**config.mk**
```make
export PLATFORM = sky130hd
export DESIGN_NAME = timer_counter_pwm_capture
export DESIGN_NICKNAME = d
export VERILOG_FILES = /design/src/timer_pkg.sv /design/src/timer_counter_pwm_capture.sv /design/src/timer_prescaler.sv /design/src/timer_sync.sv
export SDC_FILE = /design/constraint.sdc
export NUM_CORES = 1
export LEC_CHECK = 0
export BUFFER_PORTS_ARGS = -buffer_cell sky130_fd_sc_hd__buf_4
export CAP_MARGIN = 10
export CORE_MARGIN = 2
export CORE_UTILIZATION = 55
export CTS_CLUSTER_SIZE = 24
export DETAILED_ROUTE_END_ITERATION = 8
export PLACE_DENSITY = 0.9
export SYNTH_ARGS = -nofsm -noshare
export SYNTH_HDL_FRONTEND = slang
export SYNTH_SLANG_ARGS = --single-unit
```
**constraint.sdc**
```tcl
create_clock -name clk -period 7.55 [get_ports clk]
set_input_delay 1.1325 -clock clk [delete_from_list [all_inputs] [get_ports clk]]
set_output_delay 1.1325 -clock clk [all_outputs]
set_load 0.02 [all_outputs]
```
**src/timer_pkg.sv**
```systemverilog
// Purpose: shared constants and types for the timer/counter with compare and capture
// Assumes: 16-bit count, one system clock at 200 MHz
// Notes: mode codes, clock source codes and reset values live here
package timer_pkg;

    // ------------------------------------------------------------------
    // widths
    // ------------------------------------------------------------------
    localparam int CNT_W = 16;          // counter width
    localparam int PRE_W = 3;           // prescaler select width
    localparam int DIV_W = 10;          // prescaler divider width

    // ------------------------------------------------------------------
    // operating modes
    // ------------------------------------------------------------------
    typedef enum logic [1:0] {
        mode_watchdog = 2'h0,           // free count, overflow wraps
        mode_ctc      = 2'h1,           // clear on compare match
        mode_fast_pwm = 2'h2,           // single slope pwm
        mode_pfc_pwm  = 2'h3            // dual slope pwm
    } timer_mode_e;

    // ------------------------------------------------------------------
    // clock sources
    // ------------------------------------------------------------------
    localparam logic CLK_SRC_SYS = 1'h0;    // system clock ticks
    localparam logic CLK_SRC_PIN = 1'h1;    // external clock rising edges

    // ------------------------------------------------------------------
    // reset values
    // ------------------------------------------------------------------
    localparam logic [CNT_W-1:0] CNT_RESET = 16'h0000;  // count after reset
    localparam logic [CNT_W-1:0] TOP_MAX = 16'hffff;    // full range top
    localparam logic [DIV_W-1:0] DIV_RESET = 10'h000;   // prescaler after reset
    localparam int SYNC_STAGES = 2;                     // synchroniser depth

endpackage

```
**src/timer_counter_pwm_capture.sv**
```systemverilog
// Purpose: 16-bit up/down timer with compare, pwm, capture and interrupts
// Assumes: one clock, synchronous active-high rst, pins async to clk
// Notes: bus_mode low gives stand-alone operation on preloaded settings
`timescale 1ns/1ps
module timer_counter_pwm_capture (
    // clock and reset
    input wire logic clk,
    input wire logic rst,
    // pins
    input wire logic timer_clock_in,
    input wire logic timer_direct_reset_n,
    input wire logic capture_trigger_in,
    output logic timer_interrupt_out,
    output logic timer_wakeup_out,
    output logic timer_waveform_out,
    // operating selection
    input wire logic bus_mode,
    input wire timer_pkg::timer_mode_e mode,
    input wire logic clk_src,
    input wire logic [timer_pkg::PRE_W-1:0] pre_sel,
    input wire logic direct_reset_pin_enable,
    input wire logic wakeup_enable,
    // compare settings
    input wire logic [timer_pkg::CNT_W-1:0] top_value,
    input wire logic [timer_pkg::CNT_W-1:0] compare_value,
    input wire logic out_invert,
    // interrupt control
    input wire logic capture_enable,
    input wire logic [2:0] irq_enable,
    input wire logic [2:0] irq_clear,
    // status
    output logic [timer_pkg::CNT_W-1:0] running_count_value,
    output logic [timer_pkg::CNT_W-1:0] capture_timestamp_reg,
    output logic [2:0] irq_status,
    output logic count_down
);

    // ------------------------------------------------------------------
    // signals
    // ------------------------------------------------------------------
    logic ext_clk_sync;             // synced external clock
    logic rst_n_sync;               // synced direct reset, active low
    logic cap_sync;                 // synced capture trigger
    logic cap_prev;                 // last capture level
    logic tick;                     // prescaled count tick
    logic direct_clear;             // direct reset pin asserted
    logic is_pwm;                   // pwm mode selected
    logic [timer_pkg::CNT_W-1:0] top;      // effective top
    logic at_top;                   // count equals top
    logic at_bottom;                // count equals zero
    logic at_cmp;                   // count equals compare
    logic ovf_ev;                   // overflow event
    logic cmp_ev;                   // compare match event
    logic cap_ev;                   // capture event
    logic [2:0] set_ev;             // events by flag position
    logic [timer_pkg::CNT_W-1:0] next_count;  // count after tick
    logic next_down;                // direction after tick
    logic [timer_pkg::CNT_W-1:0] cmp_buf;     // double-buffered compare
    logic [timer_pkg::CNT_W-1:0] top_buf;     // double-buffered top
    logic next_wave;                // waveform after tick

    // ------------------------------------------------------------------
    // pin synchronisers
    // ------------------------------------------------------------------
    timer_sync u_sync_clk (
        .clk(clk),
        .rst(rst),
        .async_in(timer_clock_in),
        .reset_level(1'b0),
        .sync_out(ext_clk_sync)
    );

    // active low pin: chain resets high, its idle level
    timer_sync u_sync_rst (
        .clk(clk),
        .rst(rst),
        .async_in(timer_direct_reset_n),
        .reset_level(1'b1),
        .sync_out(rst_n_sync)
    );

    timer_sync u_sync_cap (
        .clk(clk),
        .rst(rst),
        .async_in(capture_trigger_in),
        .reset_level(1'b0),
        .sync_out(cap_sync)
    );

    // ------------------------------------------------------------------
    // prescaler
    // ------------------------------------------------------------------
    timer_prescaler u_pre (
        .clk(clk),
        .rst(rst),
        .clk_src(clk_src),
        .pre_sel(pre_sel),
        .ext_clk_sync(ext_clk_sync),
        .tick(tick)
    );

    // ------------------------------------------------------------------
    // decode
    // ------------------------------------------------------------------
    // direct reset acts whenever its enable is set, in bus and standalone mode alike
    assign direct_clear = direct_reset_pin_enable & ~rst_n_sync;
    assign is_pwm = (mode == timer_pkg::mode_fast_pwm) | (mode == timer_pkg::mode_pfc_pwm);
    // watchdog uses full range, others the buffered top
    assign top = (mode == timer_pkg::mode_watchdog) ? timer_pkg::TOP_MAX : top_buf;
    assign at_top = (running_count_value == top);
    assign at_bottom = (running_count_value == timer_pkg::CNT_RESET);
    assign at_cmp = (running_count_value == cmp_buf);

    // overflow: wrap at top, or bottom turn in dual slope; none in ctc
    assign ovf_ev = tick & ((mode == timer_pkg::mode_pfc_pwm) ? (count_down & at_bottom)
                    : (mode == timer_pkg::mode_ctc) ? 1'b0 : at_top);
    assign cmp_ev = tick & at_cmp;
    // capture: rising edge, enabled, bus present, non-pwm
    assign cap_ev = capture_enable & bus_mode & ~is_pwm & cap_sync & ~cap_prev;
    assign set_ev = {cap_ev, cmp_ev, ovf_ev};

    // ------------------------------------------------------------------
    // next count and direction
    // ------------------------------------------------------------------
    always_comb begin
        next_count = running_count_value;
        next_down = count_down;
        unique case (mode)
            timer_pkg::mode_pfc_pwm: begin
                // dual slope: turn at top and at zero
                if (!count_down && at_top) begin
                    next_down = 1'b1;
                    next_count = running_count_value - 16'h0001;
                end else if (count_down && at_bottom) begin
                    next_down = 1'b0;
                    next_count = running_count_value + 16'h0001;
                end else begin
                    next_count = count_down ? running_count_value - 16'h0001
                                            : running_count_value + 16'h0001;
                end
            end
            timer_pkg::mode_ctc: begin
                // back to zero on the tick that meets compare
                next_down = 1'b0;
                next_count = at_cmp ? timer_pkg::CNT_RESET
                                    : running_count_value + 16'h0001;
            end
            default: begin
                // watchdog and fast pwm reload at top
                next_down = 1'b0;
                next_count = at_top ? timer_pkg::CNT_RESET
                                    : running_count_value + 16'h0001;
            end
        endcase
    end

    // ------------------------------------------------------------------
    // waveform
    // ------------------------------------------------------------------
    always_comb begin
        next_wave = timer_waveform_out;
        unique case (mode)
            timer_pkg::mode_fast_pwm: begin
                // set at period start, clear at match
                if (at_top) next_wave = ~out_invert;
                else if (at_cmp) next_wave = out_invert;
            end
            timer_pkg::mode_pfc_pwm: begin
                if (at_cmp) next_wave = count_down ? ~out_invert : out_invert;
            end
            default: begin
                // non-pwm: toggle on compare match
                if (at_cmp) next_wave = ~timer_waveform_out;
            end
        endcase
    end

    // ------------------------------------------------------------------
    // counter, buffers and waveform register
    // ------------------------------------------------------------------
    always_ff @(posedge clk) begin
        if (rst || direct_clear) begin
            running_count_value <= timer_pkg::CNT_RESET;
            count_down <= 1'b0;
            timer_waveform_out <= 1'b0;
            cmp_buf <= compare_value;
            top_buf <= top_value;
        end else if (tick) begin
            running_count_value <= next_count;
            count_down <= next_down;
            timer_waveform_out <= next_wave;
            // pwm modes update settings only at top or at the dual-slope bottom turn so no glitch; other modes every tick
            if ((!is_pwm) || at_top || (count_down && at_bottom)) begin
                cmp_buf <= compare_value;
                top_buf <= top_value;
            end
        end
    end

    // ------------------------------------------------------------------
    // capture register and edge history
    // ------------------------------------------------------------------
    always_ff @(posedge clk) begin
        if (rst) begin
            cap_prev <= 1'b0;
            capture_timestamp_reg <= timer_pkg::CNT_RESET;
        end else begin
            cap_prev <= cap_sync;
            if (cap_ev) capture_timestamp_reg <= running_count_value;
        end
    end

    // ------------------------------------------------------------------
    // sticky flags: set wins over clear
    // ------------------------------------------------------------------
    always_ff @(posedge clk) begin
        if (rst) begin
            irq_status <= 3'h0;
        end else begin
            irq_status <= (irq_status & ~irq_clear) | set_ev;
        end
    end

    // ------------------------------------------------------------------
    // interrupt outputs
    // ------------------------------------------------------------------
    always_ff @(posedge clk) begin
        if (rst) begin
            timer_interrupt_out <= 1'b0;
            timer_wakeup_out <= 1'b0;
        end else begin
            // bus: masked flags; no bus: overflow flag alone
            timer_interrupt_out <= bus_mode ? |(irq_status & irq_enable)
                                            : irq_status[0];
            timer_wakeup_out <= wakeup_enable & |(irq_status & irq_enable);
        end
    end

endmodule

```
**src/timer_prescaler.sv**
```systemverilog
// Purpose: choose the count clock source and divide it into count ticks
// Assumes: external clock input is already synchronised by the caller
// Notes: select 0 stops the counter; 1..7 divide by 1,8,32,64,128,256,1024
`timescale 1ns/1ps
module timer_prescaler (
    // clock and reset
    input wire logic clk,
    input wire logic rst,
    // configuration
    input wire logic clk_src,
    input wire logic [timer_pkg::PRE_W-1:0] pre_sel,
    // synchronised external clock
    input wire logic ext_clk_sync,
    // count tick out
    output logic tick
);

    logic ext_prev;                             // last external clock level
    logic src_pulse;                            // raw source pulse
    logic [timer_pkg::DIV_W-1:0] div;           // divider counter
    logic [timer_pkg::DIV_W-1:0] div_last;      // terminal count of divider
    logic div_end;                              // divider at terminal

    // ------------------------------------------------------------------
    // source choice
    // ------------------------------------------------------------------
    assign src_pulse = (clk_src == timer_pkg::CLK_SRC_PIN) ? (ext_clk_sync & ~ext_prev) : 1'b1;

    // divide ratio minus one per select code
    assign div_last = (pre_sel == 3'h2) ? 10'h007 :
                      (pre_sel == 3'h3) ? 10'h01f :
                      (pre_sel == 3'h4) ? 10'h03f :
                      (pre_sel == 3'h5) ? 10'h07f :
                      (pre_sel == 3'h6) ? 10'h0ff :
                      (pre_sel == 3'h7) ? 10'h3ff : 10'h000;
    assign div_end = (div >= div_last);
    assign tick = (pre_sel != 3'h0) & src_pulse & div_end;

    // ------------------------------------------------------------------
    // divider and edge history
    // ------------------------------------------------------------------
    always_ff @(posedge clk) begin
        if (rst) begin
            ext_prev <= 1'b0;
            div <= timer_pkg::DIV_RESET;
        end else begin
            ext_prev <= ext_clk_sync;
            if (pre_sel == 3'h0) begin
                div <= timer_pkg::DIV_RESET;    // stopped: hold divider clear
            end else if (src_pulse) begin
                div <= div_end ? timer_pkg::DIV_RESET : div + 10'h001;
            end
        end
    end

endmodule

```
**src/timer_sync.sv**
```systemverilog
// Purpose: two flip-flop synchroniser for one pin level
// Assumes: input is asynchronous to clk
// Notes: only the second stage is visible to logic
`timescale 1ns/1ps
module timer_sync (
    // clock and reset
    input wire logic clk,
    input wire logic rst,
    // async level in, synced level out
    input wire logic async_in,
    input wire logic reset_level,
    output logic sync_out
);

    logic [timer_pkg::SYNC_STAGES-1:0] stage;   // shift chain

    // ------------------------------------------------------------------
    // chain; resets to the pin's idle level
    // ------------------------------------------------------------------
    always_ff @(posedge clk) begin
        if (rst) begin
            stage <= {timer_pkg::SYNC_STAGES{reset_level}};
        end else begin
            stage <= {stage[0], async_in};
        end
    end

    // only the last stage is read, so no logic sees a metastable level
    assign sync_out = stage[timer_pkg::SYNC_STAGES-1];

endmodule

```
==> flow_summary_export.csv <==
group,metric,value,unit
run_status,status,"finished clean",
sta,hold_viol_final,0,
final_layout,regArea,0.00210,mm2
sta,holdWs,0.429,ns
power,power.density,163,mW/mm2
yosys,synthCells,546,
routing,via_per_inst,6.24,
final_layout,multi_input_area,0.00251,mm2
routing,firstDrtPassIters,5,
final_layout,final_cells,724,
routing,vias,4519,
worst_setup_path,regToRegStartpoint,"running_count_value[0]",
yosys,synthFlopType,"dfxtp_1",
power,p_sw,230,uW
final_layout,antenna_cells,0,
sta,fmax,0.265,GHz
clock_tree,cts_made_buffers,9,
worst_setup_path,slowest_delay,0.37,ns
place,post-place-ws,3.00,ns
routing,drtIter0Drc,367,
hold_path,whs_path_depth,1,
die,core_area,0.00868,mm2
power,p_leak,0.00213,uW
sta,min_period_over_period,0.500,
hold_path,min_path_type,"flip-flop to flip-flop",
clock_tree,cts_buffer_depth,2,
die,ios,93,
grt,antenna_found_initial,0,
clock_tree,htree_levels,3,
sta,fin_ws,3.78,ns
place,dp_hpwl,8.64,mm
grt,grt_pass1_wl,19.9,mm
power,intPower,706,uW
worst_setup_path,slowest_stage,"nand2_1",
clock_tree,cts_sinks,89,
sta,max-slew-margin-rel,0.241,
worst_setup_path,rrSetupSlack,4.07,ns
worst_setup_path,endpoint_kind,"flip-flop",
power,switching_share,0.246,
grt,grt_max_degree,33,
worst_setup_path,arrival,3.85,ns
clock_tree,clk_latency,0.37,ns
place,place_congestion,0.959,
sta,slew_violations,0,
yosys,synth-seq-cells,89,
clock_tree,cts_root_buf,"clkbuf_8",
sta,tns,0,ns
power,pwr-share-clk,0.359,
routing,route.detailed.drc,0,
grt,track_usage,0.255,
hold_path,hold_path_startpoint,"u_sync_rst.stage[0]",
sta,grt_setup_unrepaired,"false",
grt,grt_overflow,0,
clock_tree,cts_setup_buffers,0,
worst_setup_path,crit_fanout,29,
place,dp_cells,707,
final_layout,syn_to_final_growth,17.4,%
sta,setup_viol,0,
hold_path,hold_end,"u_sync_rst.stage[1]",
yosys,synth_edf_count,32,
flow_run,max_cap_viol_count,0,
grt,grt_pass1_vias,4216,
die,fp.dieW,98.2,um
worst_setup_path,crit_chain,"buf_4 -> or2_2 -> ha_1 -> nand2b_1 -> a21oi_1 -> o21ai_0 -> a31oi_1 -> nor3_2 -> buf_4 -> o21ai_0 -> nand2_1 -> buf_16",
worst_setup_path,critPathRequiredTime,7.63,ns
sta,fin_worst_skew,0.00851,ns
die,die_y,98.2,um
worst_setup_path,r2r-end,"running_count_value[5]",
clock_tree,cts_tree,"done",
die,die_area,0.00965,mm2
final_layout,num-nets-final,678,
yosys,async_reset_ff_frac,0,
place,io_buffers,92,
die,start_util,0.563,
final_layout,drive_gt1_frac,0.205,
yosys,synth-seq-area-share,0.430,
yosys,ys_types,64,
worst_setup_path,path_class,"input pin to flip-flop",
yosys,ys_warn_count,0,
routing,ant_nets,0,
yosys,syn-mean-instance-area,8.95,um2
routing,totalWireLength,12.4,mm
routing,wl_per_cell,17.1,um
die,rows,34,
yosys,syn_area,0.00488,mm2
worst_setup_path,r2r_cells,10,
clock_tree,postCtsResizedCells,0,
clock_tree,clkSlewWorstSetupHoldPaths,0.09,ns
sta,period_needed,3.77,ns
power,ir_worst_vdd,0.0000980,V
power,seqPwrFrac,0.556,
worst_setup_path,start_kind,"input pin",
sta,tightest_slew,1.13,ns
power,p_comb_frac,0.085,
clock_tree,postCtsHoldBufs,0,
yosys,synth_nets,613,
final_layout,n_fill_cell,678,
-- area by class of cell --
class                           count  share of cell area
Inverter                           17              0.0111
Clock buffer                        9              0.0216
Multi-Input combinational cell    400               0.437
Timing Repair Buffer               94               0.126
Sequential cell                    89               0.366
Tap cell                          108              0.0236
Clock inverter                      7              0.0135
-- worst max path at each step --
| stage | end | slack [ns] | cells after the start | startpoint |
|---|---|---|---|---|
| 2_1_floorplan | cmp_buf[0] | 3.46 | 11 | pre_sel[1] |
| 3_3_place_gp | top_buf[14] | 3.32 | 11 | pre_sel[1] |
| 3_5_place_dp | top_buf[14] | 3.00 | 11 | pre_sel[1] |
| 4_1_cts | top_buf[10] | 3.39 | 11 | pre_sel[1] |
| 5_1_grt | top_buf[11] | 3.63 | 12 | pre_sel[1] |
| 6_report | top_buf[10] | 3.78 | 12 | pre_sel[1] |
-- logic make-up after synthesis --
logic type	after synthesis	share of synthesized area
and+or+nand+nor	198	0.213
AOI/OAI and AO/OA	147	0.189
DFF	89	0.430
buffers and inverters	57	0.0581
xor gates and xnor gates	41	0.0735
adders and majority gates	13	0.0333
muxes	1	0.00205
-- worst max-delay path: cells and delay by family --
family,cells,cell delay (ns)
buffers and inverters,3,0.67
and+or+nand+nor,4,1.05
AOI/OAI and AO/OA,4,0.68
adders and majority gates,1,0.29
-- metrics by stage --
step                cell area [um2]  utilization  power (uW)
floorplan                      4880            -         574
global placement               5510        0.635         603
detailed placement             5510        0.635         608
CTS                            5710        0.658         936
global route                   5740        0.661         972
finish                         5740        0.661         936
-- layout by cell type (no fill, tap or decap), types with 5 or more instances in the layout --
master	Yosys	routed
buf_4	3	93
nand2_1	71	71
dfxtp_1	57	57
a21oi_1	53	53
nor2_1	32	32
edfxtp_1	32	32
xnor2_1	28	28
o21ai_0	25	25
inv_1	17	17
nor3_1	18	16
nand3_1	14	14
a211oi_1	14	14
xor2_1	13	13
ha_1	13	13
nand4_1	12	12
clkbuf_8	0	9
nor2b_1	7	7
nand2b_1	6	6
nor4bb_1	5	5
a31oi_1	5	5
o21ai_1	5	5
a21boi_0	5	5
-- power by group through the flow --
| stage | clock network [uW] | registers [uW] | logic, uW |
|---|---|---|---|
| after CTS | 338 | 521 | 76.7 |
| final | 336 | 520 | 79.7 |
| after global placement | 0 | 531 | 72.7 |
| after floorplan | 0 | 530 | 44.4 |
| after global routing | 363 | 522 | 87.0 |
| after detailed placement | 0 | 532 | 76.2 |
-- per-layer routing --
layer  GRT usage  routed length (um)  vias to the layer above
li1            -                   -                     2112
met1       0.316                5000                     2068
met2       0.430                5820                      273
met3      0.0551                1100                       66
met4       0.110                 489                        0
met5           0                   0                        -
-- cells in the mapped netlist (all sizes together) (7+ instances only) --
cell / n / area share
nand2: 71 / 0.055
dfxtp: 57 / 0.23
a21oi: 53 / 0.054
nor2: 34 / 0.028
edfxtp: 32 / 0.20
o21ai: 31 / 0.033
xnor2: 28 / 0.050
buf: 25 / 0.034
nor3: 20 / 0.023
inv: 17 / 0.013
clkbuf: 15 / 0.012
nand3: 15 / 0.016
a211oi: 14 / 0.022
ha: 13 / 0.033
xor2: 13 / 0.023
nand4: 12 / 0.015
nor2b: 7 / 0.0090
Power figures use the tool's default switching activity.
